File: config.mk
export PLATFORM = sky130hd
export DESIGN_NAME = dcw_top
export DESIGN_NICKNAME = d
export VERILOG_FILES = /design/src/hdl/dcw_pkg.sv /design/src/hdl/dcw_top.sv /design/src/hdl/dcw_scratch_mem.sv /design/src/hdl/dcw_probe_iso.sv
export SDC_FILE = /design/constraint.sdc
export NUM_CORES = 1
export LEC_CHECK = 0
export BUFFER_PORTS_ARGS = -buffer_cell sky130_fd_sc_hd__buf_2
export CAP_MARGIN = 15
export CORE_MARGIN = 8
export CORE_UTILIZATION = 49
export CTS_BUF_LIST = sky130_fd_sc_hd__clkbuf_4 sky130_fd_sc_hd__clkbuf_8
export DETAILED_ROUTE_END_ITERATION = 8
export PLACE_DENSITY = 0.76
export SYNTH_ARGS = -nofsm -noshare
export SYNTH_HDL_FRONTEND = slang
export SYNTH_SLANG_ARGS = --single-unit
File: constraint.sdc
create_clock -name clk_sys -period 15.3 [get_ports clk_sys]
set_input_delay 0 -clock clk_sys [delete_from_list [all_inputs] [get_ports clk_sys]]
set_output_delay 0 -clock clk_sys [all_outputs]
set_load 0.1 [all_outputs]
File: src/hdl/dcw_pkg.sv
// dcw_pkg: constants, types and decode helpers for the debug component window
package dcw_pkg;
  // ---------------------------------------------------------------
  // window geometry
  // ---------------------------------------------------------------
  // fixed at two 4KB blocks: block 0 holds scratch words, block 1 the
  // management registers
  localparam logic [3:0] SIZE_LOG2 = 4'h1;
  localparam logic [3:0] SIZE_RSVD = 4'hF;
  localparam int         BLK_W     = int'(SIZE_LOG2);
  localparam int         ADDR_HI   = 11 + BLK_W;
  localparam int         WA_W      = ADDR_HI - 1;
  localparam logic [BLK_W-1:0] LAST_BLK = '1;
  localparam logic [BLK_W-1:0] MEM_BLK  = '0;

  // ---------------------------------------------------------------
  // byte offsets inside a 4KB block
  // ---------------------------------------------------------------
  localparam logic [11:0] OFS_DRV0   = 12'h0EE0;
  localparam logic [11:0] OFS_LBASE  = 12'h0EF0;
  localparam logic [11:0] OFS_TOPO   = 12'h0EF4;
  localparam logic [11:0] OFS_PIN    = 12'h0EF8;
  localparam logic [11:0] OFS_INTEGRATION_MODE_CONTROL = 12'h0F00;
  localparam logic [11:0] OFS_PIDR4  = 12'h0FD0;
  localparam logic [11:0] OFS_PIDR5  = 12'h0FD4;
  localparam logic [11:0] OFS_PIDR7  = 12'h0FDC;
  localparam logic [11:0] OFS_PID0   = 12'h0FE0;
  localparam logic [11:0] OFS_CID0   = 12'h0FF0;
  localparam logic [11:0] MEM_BYTES  = 12'h0040;

  // ---------------------------------------------------------------
  // sizes and reset values
  // ---------------------------------------------------------------
  localparam int          NUM_PROBE = 4;
  localparam int          MEM_DEPTH = 16;
  localparam int          MEM_AW    = 4;
  localparam logic [31:0] RST_WORD  = 32'h0000_0000;
  localparam logic        RST_MODE  = 1'b0;
  // linked region base; zero means no linked region exists
  localparam logic [31:0] LINK_BASE = 32'h0000_0000;

  // ---------------------------------------------------------------
  // identification (all values arbitrary)
  // ---------------------------------------------------------------
  localparam logic [11:0] ID_PART  = 12'h0A5C;
  localparam logic [6:0]  ID_DSGN  = 7'h2B;
  localparam logic [3:0]  ID_CONT  = 4'h0;
  localparam logic [3:0]  ID_REV   = 4'h1;
  localparam logic [3:0]  COMP_CLASS  = 4'h9;
  localparam logic [3:0]  CLASS_UNREL = 4'hF;
  localparam logic [7:0]  PRE0 = 8'h0D;
  localparam logic [3:0]  PRE1 = 4'h0;
  localparam logic [7:0]  PRE2 = 8'h05;
  localparam logic [7:0]  PRE3 = 8'hB1;

  // ---------------------------------------------------------------
  // types
  // ---------------------------------------------------------------
  typedef enum logic [3:0] {
    SEL_NONE, SEL_MEM, SEL_ZERO, SEL_PIDR4, SEL_PID, SEL_CID,
    SEL_INTEGRATION_MODE_CONTROL, SEL_TOPO, SEL_PIN, SEL_DRV, SEL_LBASE
  } dcw_sel_e;

  typedef struct packed {
    logic                 integration_mode_enable;
    logic                 topo;
    logic [NUM_PROBE-1:0] drv;
    logic [31:0]          rdata;
    logic                 err;
    logic                 sel_mem;
  } dcw_top_s;

  typedef struct packed {
    logic [NUM_PROBE-1:0] link_out;
    logic [NUM_PROBE-1:0] func_in;
    logic [NUM_PROBE-1:0] smp;
  } dcw_iso_s;

  typedef struct packed {
    logic [MEM_DEPTH-1:0][31:0] word;
    logic [31:0]                rdata;
  } dcw_mem_s;

  // ---------------------------------------------------------------
  // helpers
  // ---------------------------------------------------------------
  function automatic dcw_sel_e dcw_decode(input logic [WA_W-1:0] wa);
    logic [BLK_W-1:0] blk;
    logic [11:0]      ofs;
    blk = wa[WA_W-1:10];
    ofs = {wa[9:0], 2'b00};
    if (blk == MEM_BLK && ofs < MEM_BYTES) dcw_decode = SEL_MEM;
    else if (blk != LAST_BLK) dcw_decode = SEL_NONE;
    else if (ofs == OFS_PIDR4) dcw_decode = SEL_PIDR4;
    else if (ofs[11:4] == OFS_PID0[11:4]) dcw_decode = SEL_PID;
    else if (ofs[11:4] == OFS_CID0[11:4]) dcw_decode = SEL_CID;
    else if (ofs >= OFS_PIDR5 && ofs <= OFS_PIDR7) dcw_decode = SEL_ZERO;
    else if (COMP_CLASS == CLASS_UNREL) dcw_decode = SEL_NONE;
    else if (ofs == OFS_INTEGRATION_MODE_CONTROL) dcw_decode = SEL_INTEGRATION_MODE_CONTROL;
    else if (ofs == OFS_TOPO) dcw_decode = SEL_TOPO;
    else if (ofs == OFS_PIN) dcw_decode = SEL_PIN;
    else if (ofs == OFS_LBASE) dcw_decode = SEL_LBASE;
    else if (ofs[11:4] == OFS_DRV0[11:4]) dcw_decode = SEL_DRV;
    else dcw_decode = SEL_NONE;
  endfunction : dcw_decode

  function automatic logic [7:0] id_byte(input logic cid, input logic [1:0] idx);
    if (cid) begin
      if (idx == 2'd0) id_byte = PRE0;
      else if (idx == 2'd1) id_byte = {COMP_CLASS, PRE1};
      else if (idx == 2'd2) id_byte = PRE2;
      else id_byte = PRE3;
    end else begin
      if (idx == 2'd0) id_byte = ID_PART[7:0];
      else if (idx == 2'd1) id_byte = {ID_DSGN[3:0], ID_PART[11:8]};
      else if (idx == 2'd2) id_byte = {ID_REV, 1'b1, ID_DSGN[6:4]};
      else id_byte = 8'h00;
    end
  endfunction : id_byte
endpackage : dcw_pkg

File: src/hdl/dcw_top.sv
// dcw_top: register window and topology probe registers of a debug component
`timescale 1ns/100ps
`default_nettype none
module dcw_top
  import dcw_pkg::*;
(
  // clock and reset
  input  wire logic                 clk_sys,
  input  wire logic                 sys_rst,
  // register bus
  input  wire logic                 psel,
  input  wire logic                 penable,
  input  wire logic                 pwrite,
  input  wire logic [31:0]          paddr,
  input  wire logic [31:0]          pwdata,
  output logic      [31:0]          prdata,
  output logic                      pready,
  output logic                      pslverr,
  // functional core
  input  wire logic [NUM_PROBE-1:0] func_out,
  output logic      [NUM_PROBE-1:0] func_in,
  // inter-component link signals
  input  wire logic [NUM_PROBE-1:0] link_in,
  output logic      [NUM_PROBE-1:0] link_out,
  // status
  output logic                      probe_active
);

  // ---------------------------------------------------------------
  // bus phases and decode
  // ---------------------------------------------------------------
  dcw_top_s             st_r;
  dcw_top_s             st_nxt;
  dcw_sel_e             sel;
  logic                 setup;
  logic                 wr_acc;
  logic                 rd_acc;
  logic [1:0]           sub_idx;
  logic [31:0]          rd_word;
  logic [31:0]          mem_rdata;
  logic [NUM_PROBE-1:0] probe_smp;
  logic [WA_W-1:0]      wa;

  // only the word address inside the window is looked at; bits above are
  // left to the interconnect select and the byte lane bits never matter
  assign wa      = paddr[ADDR_HI:2];
  assign sel     = dcw_decode(wa);
  assign setup   = psel && !penable;
  assign wr_acc  = psel && penable && pwrite;
  assign rd_acc  = psel && penable && !pwrite;
  assign sub_idx = paddr[3:2];

  // zero wait states: every access completes in its first access cycle
  assign pready  = 1'b1;
  assign pslverr = psel && penable && st_r.err;

  // ---------------------------------------------------------------
  // read data selection
  // ---------------------------------------------------------------
  // the bus port itself carries no probe registers; its place in the
  // system is known from the lookup table
  always_comb begin
    rd_word = RST_WORD;
    if (sel == SEL_INTEGRATION_MODE_CONTROL) begin
      rd_word[0] = st_r.integration_mode_enable;
    end else if (sel == SEL_TOPO) begin
      rd_word[0] = st_r.topo;
    end else if (sel == SEL_PIN) begin
      rd_word[NUM_PROBE-1:0] = probe_smp;
    end else if (sel == SEL_DRV) begin
      rd_word[0] = st_r.drv[sub_idx];
    end else if (sel == SEL_LBASE) begin
      rd_word = LINK_BASE;
    end else if (sel == SEL_PIDR4) begin
      rd_word[7:0] = {SIZE_LOG2, ID_CONT};
    end else if (sel == SEL_PID) begin
      rd_word[7:0] = id_byte(1'b0, sub_idx);
    end else if (sel == SEL_CID) begin
      rd_word[7:0] = id_byte(1'b1, sub_idx);
    end
  end

  // ---------------------------------------------------------------
  // register state
  // ---------------------------------------------------------------
  always_comb begin
    st_nxt = st_r;
    // read data and error are fixed at the setup edge and held
    if (setup) begin
      st_nxt.err     = (sel == SEL_NONE);
      st_nxt.sel_mem = (sel == SEL_MEM);
      st_nxt.rdata   = rd_word;
    end
    if (wr_acc) begin
      if (sel == SEL_INTEGRATION_MODE_CONTROL) begin
        st_nxt.integration_mode_enable = pwdata[0];
      end else if (sel == SEL_TOPO) begin
        st_nxt.topo = pwdata[0];
      end else if (sel == SEL_DRV) begin
        st_nxt.drv[sub_idx] = pwdata[0];
      end
    end
  end

  // functional mode out of reset
  always_ff @(posedge clk_sys or posedge sys_rst) begin
    if (sys_rst) begin
      st_r         <= '0;
      st_r.integration_mode_enable     <= RST_MODE;
      st_r.topo    <= RST_MODE;
      st_r.rdata   <= RST_WORD;
    end else begin
      st_r <= st_nxt;
    end
  end

  // scratch words are fetched from their own register, so the final mux
  // only chooses between two flip-flop outputs
  assign prdata = st_r.sel_mem ? mem_rdata : st_r.rdata;

  // integration mode and the narrower probe mode both hand the link
  // pins to the registers
  assign probe_active = st_r.integration_mode_enable || st_r.topo;

  // ---------------------------------------------------------------
  // submodules
  // ---------------------------------------------------------------
  dcw_scratch_mem u_mem (
    .clk_sys (clk_sys),
    .sys_rst (sys_rst),
    .wr_en   (wr_acc && sel == SEL_MEM),
    .rd_en   (setup && sel == SEL_MEM),
    .addr    (paddr[MEM_AW+1:2]),
    .wdata   (pwdata),
    .rdata   (mem_rdata)
  );

  // outputs follow the core unless a probe mode is on
  dcw_probe_iso u_iso (
    .clk_sys    (clk_sys),
    .sys_rst    (sys_rst),
    .probe_mode (probe_active),
    .probe_drv  (st_r.drv),
    .func_out   (func_out),
    .func_in    (func_in),
    .link_in    (link_in),
    .link_out   (link_out),
    .probe_smp  (probe_smp)
  );

  // ---------------------------------------------------------------
  // checks
  // ---------------------------------------------------------------
  AST_SIZE_FIELD: assert property (
    @(posedge clk_sys) disable iff (sys_rst)
    rd_acc && sel == SEL_PIDR4
      |-> prdata[7:4] == SIZE_LOG2 && prdata[7:4] != SIZE_RSVD)
    else $error("size field not reported correctly");

  AST_MGMT_LAST_BLOCK: assert property (
    @(posedge clk_sys) disable iff (sys_rst)
    psel && penable && wa[WA_W-1:10] != LAST_BLK && !st_r.sel_mem
      |-> pslverr && prdata == RST_WORD)
    else $error("management space answered outside last block");

  AST_LOW_BITS_IGNORED: assert property (
    @(posedge clk_sys) disable iff (sys_rst)
    setup ##1 (rd_acc && $stable(paddr[31:2]))
      |-> sel == dcw_decode({paddr[ADDR_HI:3], paddr[2]}))
    else $error("byte lane bits changed the decode");

  AST_MODE_ENABLE: assert property (
    @(posedge clk_sys) disable iff (sys_rst)
    wr_acc && sel == SEL_INTEGRATION_MODE_CONTROL && pwdata[0]
      |=> probe_active ##1 (link_out == $past(st_r.drv)))
    else $error("integration enable did not hand over outputs");

  AST_INTEGRATION_MODE_CONTROL_READ: assert property (
    @(posedge clk_sys) disable iff (sys_rst)
    rd_acc && sel == SEL_INTEGRATION_MODE_CONTROL
      |-> prdata[31:1] == 31'h0000_0000 && prdata[0] == st_r.integration_mode_enable)
    else $error("integration control read back wrong");

  AST_DRIVE_ALONE: assert property (
    @(posedge clk_sys) disable iff (sys_rst)
    wr_acc && sel == SEL_DRV
      |=> ((st_r.drv ^ $past(st_r.drv))
           & ~(4'b0001 << $past(sub_idx))) == 4'h0
          && st_r.drv[$past(sub_idx)] == $past(pwdata[0]))
    else $error("probe drive write disturbed another output");

  AST_DRIVE_OUT: assert property (
    @(posedge clk_sys) disable iff (sys_rst)
    probe_active |=> link_out == $past(st_r.drv))
    else $error("probe value not on link output");

  AST_FUNC_OUT: assert property (
    @(posedge clk_sys) disable iff (sys_rst)
    !probe_active |=> link_out == $past(func_out))
    else $error("link output not functional outside probe mode");

  AST_ISOLATE: assert property (
    @(posedge clk_sys) disable iff (sys_rst)
    probe_active [*2] |-> func_in == 4'h0)
    else $error("core not isolated while probing");

  AST_INPUT_READ: assert property (
    @(posedge clk_sys) disable iff (sys_rst)
    setup && sel == SEL_PIN ##1 rd_acc
      |-> prdata[NUM_PROBE-1:0] == $past(probe_smp)
          && prdata[31:NUM_PROBE] == 28'h000_0000)
    else $error("probe input read wrong");

  AST_INPUT_SAMPLE: assert property (
    @(posedge clk_sys) disable iff (sys_rst)
    1'b1 |=> probe_smp == $past(link_in))
    else $error("link input not sampled");

  AST_LINK_BASE: assert property (
    @(posedge clk_sys) disable iff (sys_rst)
    rd_acc && sel == SEL_LBASE && !st_r.err |-> prdata == LINK_BASE)
    else $error("linked region base read wrong");

  AST_MEM_WINDOW: assert property (
    @(posedge clk_sys) disable iff (sys_rst)
    psel && penable && wa[WA_W-1:10] == MEM_BLK
      && {wa[9:0], 2'b00} < MEM_BYTES |-> !pslverr)
    else $error("first block words refused");

  AST_CLASS_ONLY_ID: assert property (
    @(posedge clk_sys) disable iff (sys_rst)
    COMP_CLASS == CLASS_UNREL && setup
      |-> sel inside {SEL_NONE, SEL_MEM, SEL_ZERO, SEL_PIDR4, SEL_PID, SEL_CID})
    else $error("unrelated class decoded a non-identification register");

endmodule : dcw_top
`default_nettype wire

File: src/hdl/dcw_scratch_mem.sv
// dcw_scratch_mem: component-specific scratch words in the first block
`timescale 1ns/100ps
`default_nettype none
module dcw_scratch_mem
  import dcw_pkg::*;
(
  // clock and reset
  input  wire logic              clk_sys,
  input  wire logic              sys_rst,
  // access
  input  wire logic              wr_en,
  input  wire logic              rd_en,
  input  wire logic [MEM_AW-1:0] addr,
  input  wire logic [31:0]       wdata,
  output logic      [31:0]       rdata
);
  dcw_mem_s st_r;
  dcw_mem_s st_nxt;

  always_comb begin
    st_nxt = st_r;
    if (wr_en) st_nxt.word[addr] = wdata;
    if (rd_en) st_nxt.rdata = st_r.word[addr];
  end

  always_ff @(posedge clk_sys or posedge sys_rst) begin
    if (sys_rst) st_r <= '0;
    else st_r <= st_nxt;
  end

  assign rdata = st_r.rdata;
endmodule : dcw_scratch_mem
`default_nettype wire

File: src/hdl/dcw_probe_iso.sv
// dcw_probe_iso: isolation of link signals between functional and probe mode
`timescale 1ns/100ps
`default_nettype none
module dcw_probe_iso
  import dcw_pkg::*;
(
  // clock and reset
  input  wire logic                 clk_sys,
  input  wire logic                 sys_rst,
  // mode and probe drive values
  input  wire logic                 probe_mode,
  input  wire logic [NUM_PROBE-1:0] probe_drv,
  // functional core side
  input  wire logic [NUM_PROBE-1:0] func_out,
  output logic      [NUM_PROBE-1:0] func_in,
  // link side
  input  wire logic [NUM_PROBE-1:0] link_in,
  output logic      [NUM_PROBE-1:0] link_out,
  output logic      [NUM_PROBE-1:0] probe_smp
);
  dcw_iso_s st_r;
  dcw_iso_s st_nxt;

  // the core sees zeros while probing so toggling links cannot upset it
  always_comb begin
    st_nxt.link_out = probe_mode ? probe_drv : func_out;
    st_nxt.func_in  = probe_mode ? '0 : link_in;
    st_nxt.smp      = link_in;
  end

  always_ff @(posedge clk_sys or posedge sys_rst) begin
    if (sys_rst) st_r <= '0;
    else st_r <= st_nxt;
  end

  assign link_out  = st_r.link_out;
  assign func_in   = st_r.func_in;
  assign probe_smp = st_r.smp;
endmodule : dcw_probe_iso
`default_nettype wire

# After elaboration in Yosys (flattened, before gate mapping)
# Index checks and enable logic that the tools add are counted.
# word_totals
ff_bits	596
wordCells	114
in_bits	77
# classes
mux	42
n_eq_ne	19
reduce_logical	17
bitwise_logic	3
n_lt_le_gt_ge	7
# ops
cell	count
512-bit bitwise mux	1
32-bit binary-select mux with 4-bit select	1
32-bit demux with 4-bit select	1
32-bit 2-to-1 mux	3
8-bit 2-to-1 mux	9
4-bit 2-to-1 mux	15
10-bit equality test (second input constant)	5
31-bit 2-to-1 mux	1
8-bit equality test (second input constant)	3
4-bit by 3-bit equality test with 1-bit output (second input constant)	4
7-bit 2-to-1 mux	2
4-bit equality test (second input constant)	3
12-bit greater-or-equal comparator (second input constant)	1
12-bit less-or-equal comparator (second input constant)	1
12-bit by 7-bit less-than comparator with 1-bit output (second input constant)	1
1-bit logical AND	10
4-bit by 5-bit less-than comparator with 1-bit output (second input constant)	1
1-bit 2-to-1 mux	5
5-bit 2-to-1 mux	1
4-bit bitwise mux	1
4-bit by 1-bit equality test with 1-bit output (second input constant)	1
4-bit by 2-bit equality test with 1-bit output (second input constant)	1
4-bit by 1-bit greater-or-equal comparator with 1-bit output (second input constant)	1
4-bit logical NOT	1
13 further kinds	15

# Longest topological paths before layout
# Gate-level depths: netlist of run 1.
# depth
word_depth	21
mapped_depth	12
depth_no_buf	8

# By module
# Synthesis of run 1 repeated with hierarchy kept, for this count alone.
# unflattened
cells_unflattened	1912
hier_area_um2	26396.6
# modules_own_cells
mod	area_per_inst_um2	cells_per_inst	seq_area_each_um2	n_inst
dcw_scratch_mem	24484.7	1718	13613.1	1
dcw_top	1501.4	172	400.4	1
dcw_probe_iso	410.4	22	300.3	1

# Least setup slack after synthesis of run 1
# Ideal clock, no wire load.
# synth_path
path_type	input-to-reg
from	in paddr[3]
to	reg st_r[4] (netlist bit)
t_required_ns	15.205
slack_ns	12.935
t_arrival_ns	2.270
n_path_buf	4
stages	12
path_cell_list	clkbuf_1 -> clkbuf_1 -> inv_1 -> ha_1 -> clkbuf_1 -> nand2b_1 -> a22oi_1 -> o21a_1 -> clkbuf_1 -> and2_1 -> a32oi_1 -> o31ai_1
# synth_between
elab_chain_len	20
# synth_lines
element	line_no	text
start: declaration	dcw_top.sv:14	input wire logic [31:0] paddr,
10-bit equality test	dcw_pkg.sv:102	else if (ofs == OFS_LBASE) dcw_decode = SEL_LBASE;
4-bit 2-to-1 mux	dcw_pkg.sv:102	
4-bit 2-to-1 mux	dcw_pkg.sv:101	else if (ofs == OFS_PIN) dcw_decode = SEL_PIN;
4-bit 2-to-1 mux	dcw_pkg.sv:100	else if (ofs == OFS_TOPO) dcw_decode = SEL_TOPO;
4-bit 2-to-1 mux	dcw_pkg.sv:99	else if (ofs == OFS_INTEGRATION_MODE_CONTROL) dcw_decode = SEL_INTEGRATION_MODE_CONTROL;
4-bit 2-to-1 mux	dcw_pkg.sv:97	else if (ofs >= OFS_PIDR5 && ofs <= OFS_PIDR7) dcw_decode = SEL_ZERO;
4-bit 2-to-1 mux	dcw_pkg.sv:96	else if (ofs[11:4] == OFS_CID0[11:4]) dcw_decode = SEL_CID;
4-bit 2-to-1 mux	dcw_pkg.sv:95	else if (ofs[11:4] == OFS_PID0[11:4]) dcw_decode = SEL_PID;
[... 4 more ...]	-	
8-bit 2-to-1 mux	dcw_top.sv:78	end else if (sel == SEL_CID) begin
8-bit 2-to-1 mux	dcw_top.sv:76	end else if (sel == SEL_PID) begin
8-bit 2-to-1 mux	dcw_top.sv:74	end else if (sel == SEL_PIDR4) begin
8-bit 2-to-1 mux	dcw_top.sv:72	end else if (sel == SEL_LBASE) begin
7-bit 2-to-1 mux	dcw_top.sv:70	end else if (sel == SEL_DRV) begin
4-bit 2-to-1 mux	dcw_top.sv:68	end else if (sel == SEL_PIN) begin
7-bit 2-to-1 mux	dcw_top.sv:66	end else if (sel == SEL_TOPO) begin
31-bit 2-to-1 mux *	dcw_top.sv:64	if (sel == SEL_INTEGRATION_MODE_CONTROL) begin
end signal: assignment	dcw_top.sv:113	st_r <= st_nxt;
end: declaration	dcw_top.sv:32	dcw_top_s st_r;
# Mark *: on every way between the ends. The rest lies on a longest branch, timed or not.
# A chain may end at the register's enable or synchronous reset.

# Final worst setup path of run 1
# layout_path
from	in paddr[2]
to	reg st_r[39] (netlist bit)
# layout_between
elab_chain_len	13
# layout_lines
element	line_no	text
10-bit equality test	dcw_pkg.sv:102	
4-bit 2-to-1 mux	dcw_pkg.sv:102	
4-bit 2-to-1 mux	dcw_pkg.sv:101	
4-bit 2-to-1 mux	dcw_pkg.sv:100	
4-bit 2-to-1 mux	dcw_pkg.sv:99	
4-bit 2-to-1 mux	dcw_pkg.sv:97	
4-bit 2-to-1 mux	dcw_pkg.sv:96	
4-bit 2-to-1 mux	dcw_pkg.sv:95	
4-bit 2-to-1 mux	dcw_pkg.sv:94	else if (ofs == OFS_PIDR4) dcw_decode = SEL_PIDR4;
4-bit 2-to-1 mux	dcw_pkg.sv:93	else if (blk != LAST_BLK) dcw_decode = SEL_NONE;
4-bit 2-to-1 mux *	dcw_pkg.sv:92	if (blk == MEM_BLK && ofs < MEM_BYTES) dcw_decode = SEL_MEM;
4-bit by 3-bit equality test with 1-bit output *	dcw_top.sv:95	if (sel == SEL_INTEGRATION_MODE_CONTROL) begin
2-bit AND reduction (no source line) *	-	
# Marks and branches as above.

==> results.cfg, run 1 <==
[run_status]
status = completed

[pwr]
p_sw_mw = 0.675
p_per_area_nw_per_um2 = 101
leakagePower_nw = 14.3
cellInternalPower_mw = 2.30
share_seq_of_total_power_pct = 51.1
sw_frac_of_total_pct = 22.7
peakVddDrop_mv = 0.0505
combPwrFrac_pct = 4.9
clock_power_share_pct = 44.0

[min_path]
hp-class = input pin to flip-flop

[logic_synthesis]
yosys_warnings = 0
synth_flop_cell = dfrtp_1
yosysUniqueCellTypes = 42
avgSynthCellArea_um2 = 16.3
synth_fp_nets = 1678
synth_cells = 1593
synth_area_um2 = 26000
synth-seq-cells = 572
ys_seq_area_share_pct = 55.1
async_reset_ff_share_pct = 100
synth_edf_count = 0

[timing]
post-route-period-util_pct = 22.4
setup_tns_ns = 0
hold_ws_ns = 0.0471
skew_ns = 0.0152
hold_viol_final = 0
tightestPinTransition_ns = 1.12
setup_viol = 0
clock.fmax_ghz = 0.292
drv_slew = 0
relSlewSlack_pct = 25.5
timing.final.crit_period_ns = 3.43
rsz0062_at_grt = false

[clock_network]
cts_buffer_depth = 3
cts_tree = built
cts-root-buf = clkbuf_8
numCtsBuffers = 91
cts.repair.resized = 0
postCtsSetupBuffers = 0
cts-hold-fix-buffers = 53
clk_latency_ns = 0.65
path_clk_slew_ns = 0.06
cts.sinks = 572
htreeDepth = 3

[placement]
place_area_um2 = 27000
port_buffers = 97
gp_congestion = 0.873
dp_hpwl_mm = 32.4

[cells_and_area]
final_cell_area_um2 = 29400
final_cell_mix = dfrtp_1, mux2_2, mux4_2
nets = 1820
areaGrowthSynthToFinish_pct = 13.2
layout_commonest_cell = dfrtp_1
layout-drive-gt1-share_pct = 56.5

[detailed_routing]
dr.first_iter.drc_count = 1003
viasPerCell = 5.92
drc = 0
wl_per_cell_um = 24.2
routed_wl_mm = 60.3
postRouteAntennaNets = 0
drt_first_pass_iters = 5
routed-via-count = 14724

[floorplanning]
die_y_um = 246
design.die.area_um2 = 60600
ios = 120
core_area_um2 = 52400
num_rows = 84
start_util_pct = 49.5
die_x_um = 246

[worst_setup_path]
cp_data_required_time_ns = 15.82
path_class = input pin to flip-flop
startpoint_type = input pin
end_kind = flip-flop
critical_path_arrival_ns = 3.95
worstPathMaxFanout = 53

[grt]
antenna_found_initial = 5
grt_pass1_wl_mm = 95.7
grt_max_degree = 206
grt_pass1_vias = 16025
overflow = 0
grt_usage_pct = 20.3

[job]
cap_violations = 0
## worst max-delay path: stages
cell and delay [ns]:
clkbuf_8 0.51, buf_4 0.86, inv_1 0.25, ha_1 0.43, nor2_1 0.14, or3_1 0.15, o21ai_0 0.26, nor3_1 0.30
mux2_2 0.36, dlygate4sd3_1 0.56
## final timing paths
path                                              from                      endpoint  slack, ns  cells after the start
hold / removal                              link_in[0]  u_iso.probe_smp[0]$_DFF_PP0_       0.05                      2
setup reg to reg           u_mem.st_r[542]$_DFFE_PP0P_   u_mem.rdata[30]$_DFFE_PP0P_      13.55                      3
min in group asynchronous                      sys_rst  u_iso.probe_smp[2]$_DFF_PP0_       0.43                      4
max in group asynchronous                      sys_rst   u_mem.st_r[170]$_DFFE_PP0P_      12.53                      7
hold reg to reg            u_mem.st_r[132]$_DFFE_PP0P_   u_mem.st_r[132]$_DFFE_PP0P_       0.49                      1
setup / recovery                              paddr[2]          st_r[39]$_DFFE_PP0P_      11.87                     10
## flip-flops by register name, summed over array words and instances, names as in the netlist
register and cells:
st_r 16, u_iso.func_in 4, u_iso.link_out 4, u_iso.probe_smp 4, u_mem.rdata 32, u_mem.st_r 512
## synth_stat cells, types with 4 or more instances
master      n  area, um^2
nor3_2      4        40.0
o21ai_0     8        40.0
ha_1        8         100
buf_4      60         450
nand3_1     9        45.0
nor3_1      6        30.0
and3_1      4        25.0
nand2_1    26        97.6
buf_2       7        35.0
mux2_2    554        6240
clkbuf_1   56         210
dfrtp_1   572       14300
mux4_2    161        3630
nor2_1     23        86.3
mux2_1      8        90.1
inv_1       7        26.3
and2_1     29         181
buf_1      10        37.5
nand2b_1    6        37.5
## power by group through the flow
stage	registers (mW)	clock network [mW]	logic [mW]
2_1_floorplan	1.56	0	0.0866
3_3_place_gp	1.55	0	0.132
3_5_place_dp	1.55	0	0.136
4_1_cts	1.52	1.34	0.147
5_1_grt	1.52	1.41	0.160
6_report	1.52	1.31	0.146
## cell type report
cell class,instances,area [um^2]
diodes,5,12.5
clock buffers,151,1820
clock inverters,2,12.5
fillers,4032,23100
inverters,7,30.0
multi-input cells,881,11000
flip-flops and latches,572,14300
well taps,688,861
repair buffers,182,1320
## stage by stage
| stage | util [%] | std cells | total power [mW] | setup WS (ns) |
|---|---|---|---|---|
| 6_report | 56.0 | 2488 | 2.98 | 11.87 |
| 5_1_grt | 56.0 | 2486 | 3.09 | 11.54 |
| 4_1_cts | 55.9 | 2480 | 3.01 | 11.90 |
| 3_5_place_dp | 51.4 | 2274 | 1.68 | 11.34 |
| 3_3_place_gp | 51.4 | 2274 | 1.68 | 11.36 |
| 2_1_floorplan | - | 1593 | 1.64 | 7.51 |
## layer usage
metal | global-route usage [%] | routed length, um | vias to the layer above
met3 | 3.84 | 3190 | 95
met4 | 6.34 | 1310 | 2
met2 | 32.4 | 29400 | 406
li1 | - | - | 6210
met1 | 28.0 | 26400 | 8011
met5 | 0 | 8 | -
## kinds of logic (layout without fill, tap and decap cells)
group,after synthesis,count (layout),share of synthesized area (%)
DFF,572,572,55.1
buffers and inverters,140,342,2.92
adders and majority gates,8,8,0.385
other,1,6,0.0144
and+or+nand+nor,116,116,2.32
muxes,725,725,38.4
AOI/OAI and AO/OA,31,31,0.843
(Power assumes the default switching activity.)
==> run 2, diff against run 1 <==
--- a/config.mk
+++ b/config.mk
@@ -11,7 +11,7 @@
 export CORE_UTILIZATION = 49
 export CTS_BUF_LIST = sky130_fd_sc_hd__clkbuf_4 sky130_fd_sc_hd__clkbuf_8
 export DETAILED_ROUTE_END_ITERATION = 8
-export PLACE_DENSITY = 0.76
+export PLACE_DENSITY = 0.74
 export SYNTH_ARGS = -nofsm -noshare
 export SYNTH_HDL_FRONTEND = slang
 export SYNTH_SLANG_ARGS = --single-unit
==> constraint.sdc (replaced) <==
create_clock -name clk_sys -period 3.5 [get_ports clk_sys]
set_input_delay 0 -clock clk_sys [delete_from_list [all_inputs] [get_ports clk_sys]]
set_output_delay 0 -clock clk_sys [all_outputs]
set_load 0.1 [all_outputs]
==> run 2 against run 1 <==
- global-route usage down 0.095 points
- sequential cell count unchanged
- setup slack got worse by 11 ns
- non-clock buffer count rose by 18
- clock power rose to 4.4 times the previous value
- largest cell class unchanged
- utilization increased by 0.42 points
- worst hold slack better by 0.034 ns
==> results.cfg, run 2 (same netlist as run 1, synthesis figures left out) <==
[floorplanning]
num_rows = 84
die_y_um = 246
design.die.area_um2 = 60600
core_area_um2 = 52400
start_util_pct = 49.5
die_x_um = 246
ios = 120

[grt]
grt_pass1_vias = 16091
antenna_found_initial = 3
grt_usage_pct = 20.2
grt_max_degree = 112
grt_pass1_wl_mm = 95.1
overflow = 0

[clock_network]
numCtsBuffers = 90
clk_latency_ns = 0.65
cts_buffer_depth = 3
path_clk_slew_ns = 0.06
cts_tree = built
cts-root-buf = clkbuf_8
cts.repair.resized = 0
postCtsSetupBuffers = 0
cts.sinks = 572
htreeDepth = 3

[worst_setup_path]
path_class = input pin to flip-flop
critical_path_arrival_ns = 3.09
startpoint_type = input pin
r2r-start = u_mem.st_r[543]$_DFFE_PP0P_
end_kind = flip-flop
r2r_cells = 3
worstPathMaxFanout = 7
cp_data_required_time_ns = 4.09
startpoint = paddr[9]

[detailed_routing]
routed_wl_mm = 60.0
viasPerCell = 5.89
dr.first_iter.drc_count = 997
drc = 0
drt_first_pass_iters = 5
postRouteAntennaNets = 0
routed-via-count = 14707
wl_per_cell_um = 24.0

[cells_and_area]
layout-drive-gt1-share_pct = 56.7
final_cell_mix = dfrtp_1, mux2_2, mux4_2
areaGrowthSynthToFinish_pct = 14.0
nets = 1837
largest_register = u_mem.st_r
final_cells = 2499
layout_commonest_cell = dfrtp_1
num-fill-cells = 4024
largest_reg_flops = 512
reg_top3 = u_mem.st_r x512, u_mem.rdata x32, st_r x16

[timing]
post-route-period-util_pct = 71.4
tightestPinTransition_ns = 1.05
skew_ns = 0.0195
relSlewSlack_pct = 29.8
drv_slew = 0
clock.fmax_ghz = 0.400
setup_viol = 0
hold_ws_ns = 0.0814
rsz0062_at_grt = false
timing.final.crit_period_ns = 2.50
hold_viol_final = 0

[pwr]
peakVddDrop_mv = 0.258
combPwrFrac_pct = 5.1
sw_frac_of_total_pct = 22.7
leakagePower_nw = 14.4
cellInternalPower_mw = 10.1
p_sw_mw = 2.96
share_seq_of_total_power_pct = 51.1
p_per_area_nw_per_um2 = 440
clock_power_share_pct = 43.8

[min_path]
hp-class = input pin to flip-flop
min_from = paddr[8]
whs_path_depth = 5

[run_status]
status = completed

[placement]
dp.cells = 2293
gp_congestion = 0.850
port_buffers = 97
dp_hpwl_mm = 35.1

[job]
cap_violations = 0
## run 2: changes by cell type in the layout (fill, tap and decap cells not counted), sizes merged
cell | before | now
diode | 5 | 1
bufinv | 0 | 1
clkinvlp | 2 | 3
clkinv | 1 | 2
buf | 127 | 144
dlygate4sd3 | 54 | 55
clkbuf | 152 | 146
## run 2: power groups by stage
stage | Clock, mW | Combinational [mW] | Sequential, mW
finish | 5.71 | 0.657 | 6.65
global route | 6.15 | 0.720 | 6.65
CTS | 5.85 | 0.669 | 6.65
detailed placement | 0 | 0.618 | 6.77
global placement | 0 | 0.603 | 6.77
floorplan | 0 | 0.378 | 6.81
## run 2: per-layer routing
layer	vias up	global-route usage, %	share of wire [%]
met3	124	3.54	5.1
met1	7935	27.5	43
met4	4	7.25	2.7
li1	6239	-	-
met2	405	32.5	49
met5	-	0	0.038
## run 2: repair_timing
| item | 4_1_cts | 5_1_grt |
|---|---|---|
| endpoints found under the setup margin | 0 | 0 |
| endpoints found under the hold margin | 564 | 0 |
| hold buffers | 55 | 0 |
## run 2: area by class of cell
type	instances	area, um^2	share of cell area [%]
antenna	1	2.50	0.00845
multi-input combinational	881	11000	37.2
sequential	572	14300	48.3
inverter	7	30.0	0.101
clock inverter	5	55.1	0.186
tap	688	861	2.91
timing repair buffer	200	1580	5.32
clock buffer	145	1760	5.94
## run 2: path summary, 6_finish.rpt
kind | end | slack [ns]
max in group asynchronous | u_mem.st_r[198]$_DFFE_PP0P_ | 2.24
hold reg to reg | st_r[1]$_DFFE_PP0P_ | 0.48
min in group asynchronous | u_mem.rdata[29]$_DFFE_PP0P_ | 0.16
setup reg to reg | u_mem.rdata[31]$_DFFE_PP0P_ | 1.70
hold / removal | st_r[9]$_DFFE_PP0P_ | 0.08
setup / recovery | st_r[8]$_DFFE_PP0P_ | 1.00
## run 2: critical path, stage by stage
cell           delay, ns
dlygate4sd3_1       0.53
buf_2               0.12
and3_1              0.27
nand4_1             0.23
o22ai_1             0.51
nand3_1             0.15
dlygate4sd3_1       0.57
o21ai_0             0.14
dlygate4sd3_1       0.57
## run 2: stage by stage
step	cell area (um^2)	total power [mW]	TNS (ns)	setup WS (ns)	utilization (%)
CTS	29600	13.2	0	1.10	56.5
floorplan	26000	7.19	-2454.78	-4.29	-
detailed placement	27200	7.39	0	0.808	51.9
global placement	27200	7.37	0	0.922	51.9
global route	29600	13.5	0	0.823	56.5
finish	29600	13.0	0	1.00	56.5
